$ cat config.mk
export PLATFORM = sky130hd
export DESIGN_NAME = sacx_top
export DESIGN_NICKNAME = d
export VERILOG_FILES = /design/src/sacx_pkg.sv /design/src/sacx_top.sv /design/src/sacx_tick_gen.sv
export VERILOG_INCLUDE_DIRS = /design/src
export SDC_FILE = /design/constraint.sdc
export NUM_CORES = 1
export LEC_CHECK = 0
export ABC_AREA = 0
export CORE_ASPECT_RATIO = 0.5
export CORE_MARGIN = 8
export CORE_UTILIZATION = 41
export CTS_BUF_LIST = sky130_fd_sc_hd__clkbuf_4
export DETAILED_ROUTE_END_ITERATION = 10
export DONT_BUFFER_PORTS = 1
export SLEW_MARGIN = 5
export SYNTH_ARGS = -nofsm -noshare
export SYNTH_HDL_FRONTEND = slang
export SYNTH_SLANG_ARGS = --single-unit
$ cat constraint.sdc
create_clock -name clk -period 8.2 [get_ports clk]
set_input_delay 1.23 -clock clk [delete_from_list [all_inputs] [get_ports clk]]
set_output_delay 1.23 -clock clk [all_outputs]
set_load 0.02 [all_outputs]
$ cat src/sacx_defs.svh
// constants for the successive-approximation converter sequencer
// Operation
// - no selected channel: start refused, flag stays
// - low-power stop refused while run flag set
// - low-speed clock: start/stop lag up to three
// - temperature only at undivided clock: halve rate
// - input four from first pin when both
`ifndef SACX_DEFS_SVH
`define SACX_DEFS_SVH

// =====================================================
// channels
`define SACX_CH_COUNT 19
`define SACX_CH_IDX_W 5
`define SACX_TEMP_CH 5'h10
`define SACX_TEST_CH 5'h12

// =====================================================
// conversion clock select codes
`define SACX_CLK_DIV1 3'h0
`define SACX_CLK_HALF 3'h1
`define SACX_CLK_LOW_SPEED 3'h7

// =====================================================
// pin function codes for analog use
`define SACX_PIN_FUNC_6TH 3'h5
`define SACX_PIN_FUNC_8TH 3'h7

// =====================================================
// timing counts, in conversion ticks or clk cycles
`define SACX_SAMPLE_TICKS 4'h4
`define SACX_CMP_SETTLE 2'h3

`endif

$ cat src/sacx_pkg.sv
// types shared by the converter sequencer
package sacx_pkg;

  // =====================================================
  // configuration carried from the control bits
  typedef struct packed {
    logic [15:0] channel_enable_low;
    logic [2:0] channel_enable_high;
    logic continuous_mode_bit;
    logic [2:0] conversion_clock_select;
  } sacx_cfg_s;

  // =====================================================
  // most recent stored conversion
  typedef struct packed {
    logic [4:0] channel;
    logic [9:0] data;
  } sacx_result_s;

  typedef enum logic [1:0] {
    SACX_IDLE,
    SACX_SAMPLE,
    SACX_CONVERT,
    SACX_STORE
  } sacx_state_e;

endpackage

$ cat src/sacx_top.sv
// sequencer for the successive-approximation converter
`include "sacx_defs.svh"
module sacx_top #(
  parameter int RES_BITS = 10
) (
  input wire logic clk,
  input wire logic arst_n,
  input sacx_pkg::sacx_cfg_s cfg,
  input wire logic start_req,
  input wire logic stop_req,
  input wire logic low_speed_clock,
  input wire logic [2:0] analog_input_four_first_func,
  input wire logic [2:0] analog_input_four_second_func,
  input wire logic comparator_high,
  input wire logic stop_mode_req,
  input wire logic [4:0] result_index,
  output logic conversion_run_flag,
  output logic stop_mode_grant,
  output logic sample_hold,
  output logic [RES_BITS-1:0] dac_code,
  output logic [4:0] active_channel,
  output logic analog_input_four_first_sel,
  output logic analog_input_four_second_sel,
  output logic [RES_BITS-1:0] result_data,
  output logic result_strobe,
  output sacx_pkg::sacx_result_s last_result
);
  import sacx_pkg::*;

  generate
    if (RES_BITS != 10)
    begin : g_chk
      $error("result width must match the result struct");
    end
  endgenerate

  localparam int CH = `SACX_CH_COUNT;

  // =====================================================
  // lowest enabled channel at or above a start index
  function automatic logic [5:0] next_ch(
    input logic [CH-1:0] mask,
    input logic [4:0] from
  );
    logic [5:0] r;
    r = 6'h00;
    for (int i = CH - 1; i >= 0; i--)
    begin
      if (mask[i] && (i >= int'(from)))
      begin
        r = {1'b1, 5'(i)};
      end
    end
    return r;
  endfunction

  function automatic logic is_analog(input logic [2:0] f);
    return (f == `SACX_PIN_FUNC_6TH) || (f == `SACX_PIN_FUNC_8TH);
  endfunction

  sacx_state_e state_ff;
  sacx_state_e nxt_state;
  logic run_ff;
  logic nxt_run;
  logic [4:0] ch_ff;
  logic [4:0] nxt_ch;
  logic [3:0] smp_ff;
  logic [3:0] nxt_smp;
  logic [3:0] bit_ff;
  logic [3:0] nxt_bit;
  logic [1:0] settle_ff;
  logic [1:0] nxt_settle;
  logic [RES_BITS-1:0] code_ff;
  logic [RES_BITS-1:0] nxt_code;
  logic cmp_meta_ff;
  logic cmp_sync_ff;
  logic [RES_BITS-1:0] res_mem_ff [CH];
  logic [RES_BITS-1:0] rd_ff;
  logic strobe_ff;
  sacx_result_s last_ff;
  logic tick;
  logic [CH-1:0] ch_mask;
  logic any_sel;
  logic temp_only;
  logic [5:0] first_hit;
  logic [5:0] after_hit;
  logic last_bit;
  logic store_now;
  logic [RES_BITS-1:0] trial_bit;

  // =====================================================
  // channel decode
  assign ch_mask = {cfg.channel_enable_high, cfg.channel_enable_low};
  assign any_sel = |ch_mask;
  assign temp_only = (ch_mask == (CH'(1) << `SACX_TEMP_CH));
  assign first_hit = next_ch(ch_mask, 5'h00);
  assign after_hit = next_ch(ch_mask, ch_ff + 5'h01);
  assign last_bit = (bit_ff == 4'h0);
  assign trial_bit = RES_BITS'(1) << bit_ff;
  assign store_now = (state_ff == SACX_STORE);

  // =====================================================
  // conversion clock
  sacx_tick_gen #(
    .DIV_W(6)
  ) u_tick (
    .clk(clk),
    .arst_n(arst_n),
    .low_speed_clock(low_speed_clock),
    .clock_select(cfg.conversion_clock_select),
    .temp_only(temp_only),
    .tick(tick)
  );

  // =====================================================
  // input four pin choice and stop-mode gate
  assign analog_input_four_first_sel = is_analog(analog_input_four_first_func);
  assign analog_input_four_second_sel = is_analog(analog_input_four_second_func) &&
                           !is_analog(analog_input_four_first_func);
  assign stop_mode_grant = stop_mode_req && !run_ff;

  // =====================================================
  // run flag
  always_comb
  begin
    nxt_run = run_ff;
    if (store_now && tick && !cfg.continuous_mode_bit &&
        !after_hit[5])
    begin
      nxt_run = 1'b0;
    end
    if (start_req && any_sel)
    begin
      nxt_run = 1'b1;
    end
    if (stop_req)
    begin
      nxt_run = 1'b0;
    end
  end

  // =====================================================
  // sequencer, steps on conversion ticks
  always_comb
  begin
    nxt_state = state_ff;
    nxt_ch = ch_ff;
    nxt_smp = smp_ff;
    nxt_bit = bit_ff;
    nxt_settle = settle_ff;
    nxt_code = code_ff;
    if (settle_ff != 2'h0)
    begin
      nxt_settle = settle_ff - 2'h1;
    end
    if (state_ff != SACX_IDLE && !run_ff && tick)
    begin
      nxt_state = SACX_IDLE;
    end
    else if (tick)
    begin
      unique case (state_ff)
        SACX_IDLE:
        begin
          if (run_ff && first_hit[4:0] < 5'(CH) && any_sel)
          begin
            nxt_state = SACX_SAMPLE;
            nxt_ch = first_hit[4:0];
            nxt_smp = `SACX_SAMPLE_TICKS;
          end
        end
        SACX_SAMPLE:
        begin
          nxt_smp = smp_ff - 4'h1;
          if (smp_ff == 4'h1)
          begin
            nxt_state = SACX_CONVERT;
            nxt_bit = 4'(RES_BITS - 1);
            nxt_code = RES_BITS'(1) << (RES_BITS - 1);
            nxt_settle = `SACX_CMP_SETTLE;
          end
        end
        SACX_CONVERT:
        begin
          if (settle_ff == 2'h0)
          begin
            nxt_code = cmp_sync_ff ? code_ff : (code_ff & ~trial_bit);
            nxt_settle = `SACX_CMP_SETTLE;
            if (last_bit)
            begin
              nxt_state = SACX_STORE;
            end
            else
            begin
              nxt_bit = bit_ff - 4'h1;
              nxt_code = nxt_code | (trial_bit >> 1);
            end
          end
        end
        SACX_STORE:
        begin
          nxt_state = SACX_SAMPLE;
          nxt_smp = `SACX_SAMPLE_TICKS;
          nxt_ch = after_hit[5] ? after_hit[4:0] : first_hit[4:0];
          if (!after_hit[5] && !cfg.continuous_mode_bit)
          begin
            nxt_state = SACX_IDLE;
          end
        end
      endcase
    end
  end

  // =====================================================
  // outputs
  assign conversion_run_flag = run_ff;
  assign sample_hold = (state_ff == SACX_SAMPLE);
  assign dac_code = code_ff;
  assign active_channel = ch_ff;
  assign result_data = rd_ff;
  assign result_strobe = strobe_ff;
  assign last_result = last_ff;

  // =====================================================
  // registers
  always_ff @(posedge clk or negedge arst_n)
  begin
    if (!arst_n)
    begin
      state_ff <= SACX_IDLE;
      run_ff <= 1'b0;
      ch_ff <= 5'h00;
      smp_ff <= 4'h0;
      bit_ff <= 4'h0;
      settle_ff <= 2'h0;
      code_ff <= '0;
      cmp_meta_ff <= 1'b0;
      cmp_sync_ff <= 1'b0;
      rd_ff <= '0;
      strobe_ff <= 1'b0;
      last_ff <= '0;
    end
    else
    begin
      state_ff <= nxt_state;
      run_ff <= nxt_run;
      ch_ff <= nxt_ch;
      smp_ff <= nxt_smp;
      bit_ff <= nxt_bit;
      settle_ff <= nxt_settle;
      code_ff <= nxt_code;
      cmp_meta_ff <= comparator_high;
      cmp_sync_ff <= cmp_meta_ff;
      rd_ff <= (result_index < 5'(CH)) ? res_mem_ff[result_index] : '0;
      strobe_ff <= store_now && tick && run_ff;
      if (store_now && tick && run_ff)
      begin
        last_ff <= '{channel: ch_ff, data: code_ff};
      end
    end
  end

  // =====================================================
  // per-channel result storage
  generate
    for (genvar g = 0; g < CH; g++)
    begin : g_res
      always_ff @(posedge clk or negedge arst_n)
      begin
        if (!arst_n)
        begin
          res_mem_ff[g] <= '0;
        end
        else if (store_now && tick && run_ff && ch_ff == 5'(g))
        begin
          res_mem_ff[g] <= code_ff;
        end
      end
    end
  endgenerate

endmodule // sacx_top

$ cat src/sacx_tick_gen.sv
// conversion clock tick generator
`include "sacx_defs.svh"
module sacx_tick_gen #(
  parameter int DIV_W = 6
) (
  input wire logic clk,
  input wire logic arst_n,
  input wire logic low_speed_clock,
  input wire logic [2:0] clock_select,
  input wire logic temp_only,
  output logic tick
);
  import sacx_pkg::*;

  generate
    if (DIV_W < 6)
    begin : g_chk
      $error("divider too narrow for select codes");
    end
  endgenerate

  logic ls_meta_ff;
  logic ls_sync_ff;
  logic ls_prev_ff;
  logic [DIV_W-1:0] cnt_ff;
  logic tick_ff;
  logic [2:0] eff_sel;
  logic [DIV_W-1:0] mask;
  logic ls_edge;
  logic div_tick;
  logic nxt_tick;

  // =====================================================
  // tick select
  assign eff_sel = (clock_select == `SACX_CLK_DIV1 && temp_only) ?
                   `SACX_CLK_HALF : clock_select;
  assign mask = ~({DIV_W{1'b1}} << eff_sel);
  assign div_tick = &(cnt_ff | ~mask);
  assign ls_edge = ls_sync_ff & ~ls_prev_ff;
  assign nxt_tick = (clock_select == `SACX_CLK_LOW_SPEED) ?
                    ls_edge : div_tick;
  assign tick = tick_ff;

  // =====================================================
  // registers
  always_ff @(posedge clk or negedge arst_n)
  begin
    if (!arst_n)
    begin
      ls_meta_ff <= 1'b0;
      ls_sync_ff <= 1'b0;
      ls_prev_ff <= 1'b0;
      cnt_ff <= '0;
      tick_ff <= 1'b0;
    end
    else
    begin
      ls_meta_ff <= low_speed_clock;
      ls_sync_ff <= ls_meta_ff;
      ls_prev_ff <= ls_sync_ff;
      cnt_ff <= cnt_ff + 1'b1;
      tick_ff <= nxt_tick;
    end
  end

endmodule // sacx_tick_gen

**After elaboration in Yosys (flattened, before gate mapping)**

Index checks and enable logic that the tools add are counted.

- Flip-flop bits (word level): 256
- Bits of input ports: 41
- Output and inout bits: 46
- Logic and storage cells: 263

- Add/subtract/negate cells: 5
- Magnitude comparators: 22
- Equality and inequality tests: 36
- Shifts and indexed selects: 2
- Muxes and demuxes: 75
- Bitwise gates (word level): 10
- Reduce and logical (&&, ||, !) cells: 76

Operators by type and width:

| kind | number |
|---|---|
| two-way mux 6 bit | 19 |
| two-way mux 5 bit | 21 |
| two-way mux 10 bit | 7 |
| logical AND 1 bit | 51 |
| binary-select mux 10 bit (select 5 bit) | 1 |
| equality test 5 x 4 -> 1 bit (second input constant) | 8 |
| >= comparator 4 x 5 -> 1 bit (first input constant) | 8 |
| two-way mux 2 bit | 11 |
| equality test 5 x 3 -> 1 bit (second input constant) | 4 |
| >= comparator 3 x 5 -> 1 bit (first input constant) | 4 |
| one-hot mux 10 bit (2 select lines) | 1 |
| equality test 19 x 17 -> 1 bit (second input constant) | 1 |
| OR reduction 19 bit | 1 |
| two-way mux 4 bit | 4 |
| equality test 3 bit (second input constant) | 5 |
| equality test 5 bit (second input constant) | 3 |
| >= comparator 5 bit (first input constant) | 3 |
| inverter 6 bit | 2 |
| one-hot mux 4 bit (3 select lines) | 1 |
| AND reduction 6 bit | 2 |
| bitwise AND 10 bit | 1 |
| equality test 5 x 2 -> 1 bit (second input constant) | 2 |
| >= comparator 1 x 5 -> 1 bit (first input constant) | 2 |
| >= comparator 2 x 5 -> 1 bit (first input constant) | 2 |
| 38 further kinds | 62 |

**Longest topological paths before layout**

Gate-level depths: netlist of run 1.

- Depth after elaboration: 28
- Gate-level depth with buffers: 15
- Depth with buffers taken out: 12

**Modules after synthesis**

From an unflattened synthesis of run 1, not the netlist that was laid out.

- Cells, all modules: 990
- Area total of the unflattened synthesis: 12,638.4 µm²

By module, submodules not included:

| module | instances | cells an instance | area an instance (µm²) | sequential area each (µm²) |
|---|---|---|---|---|
| sacx_top | 1 | 956 | 12,238.0 | 6,155.9 |
| sacx_tick_gen | 1 | 34 | 400.4 | 250.2 |

**Least setup slack after synthesis of run 1**

Ideal clock, no wire load.

- Kind: register to register
- From: register ch_ff[1], in the netlist active_channel[1]
- To: register ch_ff[1], in the netlist active_channel[1]
- Setup time: 0.076 ns
- Arrival time: 3.030 ns
- Data required time: 8.124 ns
- Setup slack: 5.094 ns
- Cell stages (with the launch flop): 15
- Path buffers: 3
- Clock period less this slack: 3.106 ns
- Cells stage by stage: dfrtp_1 ha_1 buf_4 buf_4 inv_1 nor3_1 ha_1 buf_2 o211a_1 o21ai_1 o211a_1 nand4_4 o21ai_4 mux2_2 o21ai_1

- Cells in the longest elaborated chain, start to end: 24
- Elaborated cells between the ends (all ways): 60
- Those cells by class: add/sub (1); order compare (19); mux (21); reduce/logical (19)

Ends and longest elaborated chain:

| item | RTL line | text |
|---|---|---|
| from (decl) | sacx_top.sv:65 | `logic [4:0] ch_ff;` |
| from (signal assigned) | sacx_top.sv:247 | `ch_ff <= nxt_ch;` |
| adder 5 x 1 -> 5 bit (*) | sacx_top.sv:97 | `assign after_hit = next_ch(ch_mask, ch_ff + 5'h01);` |
| >= comparator 5 bit | sacx_top.sv:49 | `if (mask[i] && (i >= int'(from)))` |
| logical AND 1 bit | sacx_top.sv:49 |  |
| two-way mux 6 bit (18 in series) | sacx_top.sv:49 |  |
| two-way mux 6 bit (*) | sacx_top.sv:49 |  |
| two-way mux 5 bit (*) | sacx_top.sv:204 | `nxt_ch = after_hit[5] ? after_hit[4:0] : first_hit[4:0];` |
| one-hot mux 5 bit (2 select lines) (*) | sacx_top.sv:162 | `unique case (state_ff)` |

Mark *: on every way between the ends. The rest lies on a longest branch, timed or not.
A chain may end at the register's enable or synchronous reset.

**Worst setup path after layout of run 1**

- From: register ch_ff[0], in the netlist active_channel[0]
- To: register ch_ff[1], in the netlist active_channel[1]

The elaborated chain is that of the path after synthesis.

==> summary.md, run 1 <==
| Metric | Value |
|---|---|
| Unique masters post-synth | `79` |
| Arr. time, crit path | `4.91 ns` |
| Fin crit share | `52.6%` |
| DP Area | `13,000 sq um` |
| P per Cell Area | `224 nW/um^2` |
| PortBufs | `0` |
| Final Hold Fails | `0` |
| Vias in the first global route | `8,357` |
| Die X | `265 microns` |
| Post-synthesis async set-or-reset flop share | `100%` |
| Initial antenna violation count | `1` |
| Area Growth Syn to Fin | `8.59%` |
| Antenna Nets Post-Route | `0` |
| CP cell instances | `ha_1 > inv_1 > nor3_1 > ha_1 > o211a_1 > o21ai_1 > o211a_1 > nand4_4 > o21ai_4 > mux2_2 > o21ai_1` |
| Max Cap Viol | `0` |
| Slew @ Worst Pin | `1.17 ns` |
| CP required | `8.80 ns` |
| PnR worst setup slack | `3.89 ns` |
| Yosys warns | `0` |
| Critical-path top delay cell | `ha_1` |
| Worst ir drop on vdd | `0.0958 mV` |
| I/O Pins | `87` |
| First-pass GRT wire length | `48.3 mm` |
| FF-to-FF setup slack | `3.89 ns` |
| Clock root buffer | `clkbuf_4` |
| Critical path type | `reg -> reg` |
| Pre-CTS WS | `3.95 ns` |
| Post-synth top flop | `dfrtp_1` |
| Design area | `13,800 sq um` |
| Most frequent cells in the layout | `dfrtp_1 (256), mux2_2 (203), clkbuf_4 (87), nand2_1 (58), mux4_2 (50)` |
| Cts repair resizes | `0` |
| Yosys reg bits | `256` |
| Post-synth EDFFs | `0` |
| Dpl cells | `1,329` |
| Headroom to the max-slew limit | `21.5%` |
| Initial core utilization | `41.8%` |
| DRC violations left | `0` |
| Max incr delay on CP | `0.87 ns` |
| Final Hold Slack | `0.245 ns` |
| Layout cells sized above 1 | `37.4%` |
| Reg-to-reg startpoint | `active_channel[0]$_DFFE_PN0P_` |
| Worst Setup Start Kind | `flop` |
| Syn Nets | `1,043` |
| Setup crit start | `active_channel[0]$_DFFE_PN0P_` |
| Worst Reg2Reg Path Length in Cells | `11` |
| Routability Congestion | `0.852` |
| Leak pwr | `6.52 nW` |
| Worst skew pair latency | `0.73 ns` |
| Clock Skews | `0.0629 ns` |
| GRT Total Usage | `16.3%` |
| Initial DRC Count | `594` |
| Syn Std Cell Area | `12,700 sq um` |
| Detailed Place HPWL | `19.8 mm` |
| Final Routed Wirelength | `30.2 mm` |
| Wire length per cell | `21.1 microns` |
| Crit. End Element | `flop` |
| Die Footprint | `37,200 sq um` |
| Vias/cell | `5.67` |
| Final-stage net count | `1,054` |
| Most common cell after layout, fill and taps aside | `dfrtp_1` |
| Clock buffer depth | `3` |
| Final setup fails | `0` |
| Tmin final | `4.31 ns` |
| Gr ovfl total | `0` |
| Worst R2R End | `active_channel[1]$_DFFE_PN0P_` |
| RSZ-0062 raised after global routing | `no` |
| Core Footprint | `30,400 sq um` |
| Status | `finished, final reports clean` |
| Drt first pass iters | `4` |
| Max Clk Rate | `232 MHz` |
| Pins Over Slew Limit | `0` |
| Htree depth | `2` |
| Seq/Total Area, Yosys | `50.4%` |
| Die Height | `140 microns` |
| Worst min path class | `in -> async` |
| Number of setup buffers added after CTS | `0` |
| Number of buffers created by CTS | `60` |
| Vias | `8,109` |
| TritonCTS Sinks | `256` |
| Row Count | `45` |
| Largest net degree at the start of global routing | `257` |
| Post-Layout Cell Count | `1,431` |
| Mean Syn Cell Area | `13.0 sq um` |
| Post-CTS Hold Fix Bufs | `0` |
| CTS tree | `yes` |
| Clock Pin Slew Worst Setup and Hold Paths | `0.07 ns` |
| CP Max Fanout | `18` |
| Synthesized instance count | `981` |
| Fin Setup TNS | `0 ns` |
==> worst max path at each step <==
| stage | cells past startpoint | slack [ns] | end |
|---|---|---|---|
| after floorplan | 14 | 5.09 | active_channel[1]$_DFFE_PN0P_ |
| after global placement | 11 | 3.87 | active_channel[1]$_DFFE_PN0P_ |
| after detailed placement | 11 | 3.95 | active_channel[1]$_DFFE_PN0P_ |
| after CTS | 11 | 3.88 | active_channel[1]$_DFFE_PN0P_ |
| after global routing | 11 | 3.64 | active_channel[1]$_DFFE_PN0P_ |
| final | 11 | 3.89 | active_channel[1]$_DFFE_PN0P_ |
==> cells in the mapped netlist, drive strengths merged, types with 4 or more instances <==
master,n,area (sq um)
a211oi,4,35.0
a21boi,5,37.5
a21o,4,30.0
a21oi,34,174
a22o,4,35.0
a31oi,4,25.0
a32o,6,60.1
and2,9,58.8
buf,24,139
clkbuf,35,131
dfrtp,256,6410
ha,21,263
inv,38,143
mux2,203,2290
mux2i,11,110
mux4,50,1130
nand2,62,243
nand2b,11,68.8
nand3,13,75.1
nand3b,5,37.5
nor2,36,138
nor2b,9,56.3
nor3,14,75.1
nor3b,4,35.0
nor4,11,81.3
o211ai,4,35.0
o21ai,41,220
o22ai,12,75.1
o41ai,4,50.1
xnor2,6,67.6
==> routing by layer <==
layer	global-route usage, %	vias to the layer above	part of all wire [%]
li1	-	3657	-
met1	22.2	4256	46
met2	26.2	171	48
met3	3.98	25	5.7
met4	3.40	0	1.0
met5	0	-	0
==> sequential cells by signal, indices dropped and copies added, names as in the netlist <==
register and flops:
u_tick.tick 1, state_ff 2, u_tick.ls_prev_ff 1, bit_ff 4
dac_code 10, result_strobe 1, conversion_run_flag 1, smp_ff 4
result_data 10, res_mem_ff 190, u_tick.ls_sync_ff 1, last_result 15
cmp_sync_ff 1, cmp_meta_ff 1, u_tick.ls_meta_ff 1, active_channel 5
settle_ff 2, u_tick.cnt_ff 6
==> kinds of logic (layout without fill, tap and decap cells) <==
kind of cell / count (synthesis) / after routing / synth area share (%)
muxes: 264 / 264 / 27.7
DFF: 256 / 256 / 50.4
and+or+nand+nor: 185 / 185 / 7.65
AOI/OAI and AO/OA: 150 / 150 / 8.19
buffers and inverters: 97 / 147 / 3.25
adders and majority gates: 21 / 21 / 2.07
xor gates and xnor gates: 8 / 8 / 0.728
other: 0 / 1 / 0
==> layout make-up <==
class | instances | area [sq um]
Clock buffer | 87 | 653
Sequential cell | 256 | 6410
Tap cell | 399 | 499
Antenna cell | 1 | 2.50
Clock inverter | 14 | 148
Timing Repair Buffer | 8 | 60.1
Inverter | 38 | 143
Fill cell | 2742 | 16600
Multi-Input combinational cell | 628 | 5890
==> metrics by stage <==
stage / power (mW) / utilization, %
global route: 3.28 / 45.4
floorplan: 1.91 / -
finish: 3.10 / 45.4
detailed placement: 2.03 / 42.8
CTS: 3.14 / 45.4
global placement: 2.02 / 42.8
==> critical path, delay by kind of cell, from the launching register on <==
| kind | cells | cell delay, ns |
|---|---|---|
| AOI/OAI and AO/OA | 5 | 1.18 |
| adders and majority gates | 2 | 1.36 |
| buffers and inverters | 1 | 0.15 |
| DFF | 1 | 0.85 |
| muxes | 1 | 0.37 |
| and+or+nand+nor | 2 | 0.30 |
==> where the power goes <==
part | leakage [nW] | internal, mW | switching, mW
sequential | 3.52 | 1.32 | 0.120
combinational | 2.52 | 0.220 | 0.355
clock | 0.474 | 0.581 | 0.505
Note: power is estimated with default switching activity, not from simulation.
==> run 2: changes to the inputs <==
==> constraint.sdc (replaced) <==
create_clock -name clk -period 3.6 [get_ports clk]
set_input_delay 0.54 -clock clk [delete_from_list [all_inputs] [get_ports clk]]
set_output_delay 0.54 -clock clk [all_outputs]
set_load 0.02 [all_outputs]
==> summary.md, run 2 (synthesized netlist as in run 1, its figures left out) <==
| Metric | Value |
|---|---|
| DRC violations left | `0 (unchanged)` |
| Final Hold Slack | `-0.454 ns (was 0.245 ns)` |
| Fin crit share | `93.0% (was 52.6%)` |
| RSZ-0062 raised after global routing | `no (unchanged)` |
| First-pass GRT wire length | `50.0 mm (was 48.3 mm)` |
| Area Growth Syn to Fin | `8.23% (was 8.59%)` |
| Status | `finished with violations (was finished, final reports clean)` |
| Die Height | `140 microns (unchanged)` |
| Headroom to the max-slew limit | `28.2% (was 21.5%)` |
| Detailed Place HPWL | `20.5 mm (was 19.8 mm)` |
| Reg area | `6410 sq um (about the same)` |
| I/O Pins | `87 (unchanged)` |
| Leak pwr | `6.48 nW (was 6.52 nW)` |
| Final Util | `45.2% (was 45.4%)` |
| Drt first pass iters | `5 (was 4)` |
| Worst ir drop on vdd | `0.243 mV (was 0.0958 mV)` |
| Final Routed Wirelength | `31.8 mm (was 30.2 mm)` |
| FF-to-FF setup slack | `0.25 ns (was 3.89 ns)` |
| Final setup fails | `0 (unchanged)` |
| Worst Reg2Reg Path Length in Cells | `11 (unchanged)` |
| P per Cell Area | `496 nW/um^2 (was 224 nW/um^2)` |
| Clock root buffer | `clkbuf_4 (unchanged)` |
| Clock Skews | `0.0516 ns (was 0.0629 ns)` |
| Htree depth | `2 (unchanged)` |
| Max reg flops | `190 (unchanged)` |
| Worst Setup Start Kind | `flop (unchanged)` |
| Number of setup buffers added after CTS | `0 (unchanged)` |
| Reg-to-reg startpoint | `active_channel[0]$_DFFE_PN0P_ (unchanged)` |
| Tmin final | `3.35 ns (was 4.31 ns)` |
| Core Footprint | `30,400 sq um (unchanged)` |
| Total power | `6.82 mW (was 3.10 mW)` |
| Vias | `8,163 (was 8,109)` |
| Most common cell after layout, fill and taps aside | `dfrtp_1 (unchanged)` |
| Die X | `265 microns (unchanged)` |
| DP Area | `13,000 sq um (about the same)` |
| Arr. time, crit path | `3.94 ns (was 4.91 ns)` |
| Max Clk Rate | `299 MHz (was 232 MHz)` |
| Number of buffers created by CTS | `58 (was 60)` |
| Max Cap Viol | `0 (unchanged)` |
| PortBufs | `0 (unchanged)` |
| Initial core utilization | `41.8% (unchanged)` |
| CP required | `4.19 ns (was 8.80 ns)` |
| CP Max Fanout | `13 (was 18)` |
| Filler cells | `2,773 (was 2,742)` |
| Critical path type | `reg -> reg (unchanged)` |
| Worst min path class | `in -> async (unchanged)` |
| CTS tree | `yes (unchanged)` |
| Design area | `13,800 sq um (about the same)` |
| Most frequent cells in the layout | `dfrtp_1 (255), mux2_2 (203), clkbuf_4 (81), nand2_1 (58), mux4_2 (50) (was dfrtp_1 (256), mux2_2 (203), clkbuf_4 (87), nand2_1 (58), mux4_2 (50))` |
| Row Count | `45 (unchanged)` |
| Vias/cell | `5.71 (was 5.67)` |
| Clock buffer depth | `3 (unchanged)` |
| Antenna Nets Post-Route | `0 (unchanged)` |
| Fin Setup TNS | `0 ns (unchanged)` |
| Wire length per cell | `22.2 microns (was 21.1 microns)` |
| TritonCTS Sinks | `256 (unchanged)` |
| Initial antenna violation count | `3 (was 1)` |
| Die Footprint | `37,200 sq um (unchanged)` |
| Clock Pin Slew Worst Setup and Hold Paths | `0.07 ns (about the same)` |
| Slew @ Worst Pin | `1.08 ns (was 1.17 ns)` |
| Area of the multi-input gates | `5900 sq um (was 5890 sq um)` |
| Initial DRC Count | `570 (was 594)` |
| Routability Congestion | `0.853 (was 0.852)` |
| Post-CTS Hold Fix Bufs | `8 (was 0)` |
| Vias in the first global route | `8,692 (was 8,357)` |
| Gr ovfl total | `0 (unchanged)` |
| GRT Total Usage | `17.0% (was 16.3%)` |
| Worst skew pair latency | `0.74 ns (was 0.73 ns)` |
| Layout cells sized above 1 | `36.6% (was 37.4%)` |
| Final-stage net count | `1,062 (was 1,054)` |
| Final Hold Fails | `256 (was 0)` |
| Worst R2R End | `conversion_run_flag$_DFFE_PN0P_ (was active_channel[1]$_DFFE_PN0P_)` |
| Crit. End Element | `flop (unchanged)` |
| Pins Over Slew Limit | `0 (unchanged)` |
| Top reg by flops | `res_mem_ff (unchanged)` |
| Largest net degree at the start of global routing | `257 (unchanged)` |
| Failing checks | `hold timing` |
## run 2: timing repair
| item | CTS | global route |
|---|---|---|
| setup endpoints to repair | 0 | 1 |
| hold endpoints to repair | 270 | 256 |
| gates resized for setup | 0 | 2 |
## run 2: worst max-delay path, stage by stage, from the launching register on
cell,delay [ns]
dfrtp_2,0.47
inv_1,0.17
ha_1,0.34
buf_4,0.20
nor3b_1,0.15
o211a_1,0.22
o21ai_1,0.25
o211a_1,0.27
nand4_4,0.13
o41ai_1,0.36
a21oi_1,0.11
dlygate4sd3_1,0.55
## run 2: routing by layer
metal | share of wire (%) | track usage, %
met5 | 0.10 | 0
met4 | 2.2 | 5.82
met1 | 46 | 22.5
met3 | 5.2 | 4.14
met2 | 47 | 27.4
## run 2: layout make-up
class                      instances  share of cell area [%]
sequential                       256                    46.6
multi-input combinational        628                    42.9
inverter                          38                    1.04
clock inverter                     9                   0.318
antenna                            1                  0.0182
timing repair buffer              18                    1.13
clock buffer                      81                    4.42
tap                              399                    3.63
## run 2: power by group
part / internal (mW) / total (mW) / switching [mW] / leakage, nW
combinational: 0.537 / 1.35 / 0.815 / 2.56
sequential: 3.00 / 3.31 / 0.310 / 3.52
clock: 1.02 / 2.16 / 1.14 / 0.392
total: 4.55 / 6.82 / 2.27 / 6.48
## run 2: worst max-delay path by stage
stage / start / end / cells past startpoint
3_3_place_gp: active_channel[0]$_DFFE_PN0P_ / active_channel[1]$_DFFE_PN0P_ / 11
5_1_grt: active_channel[0]$_DFFE_PN0P_ / conversion_run_flag$_DFFE_PN0P_ / 11
6_report: active_channel[0]$_DFFE_PN0P_ / conversion_run_flag$_DFFE_PN0P_ / 11
4_1_cts: active_channel[0]$_DFFE_PN0P_ / conversion_run_flag$_DFFE_PN0P_ / 11
2_1_floorplan: active_channel[1]$_DFFE_PN0P_ / active_channel[1]$_DFFE_PN0P_ / 14
3_5_place_dp: active_channel[0]$_DFFE_PN0P_ / active_channel[1]$_DFFE_PN0P_ / 11
## run 2: through the flow
step / instances / setup slack (ns) / hold slack [ns]
2_1_floorplan: 981 / 0.494 / 0.244
3_5_place_dp: 1331 / 0.539 / 0.251
5_1_grt: 1430 / 0.0287 / -0.517
4_1_cts: 1429 / 0.135 / -0.553
6_report: 1430 / 0.250 / -0.454
3_3_place_gp: 1331 / 0.516 / 0.256
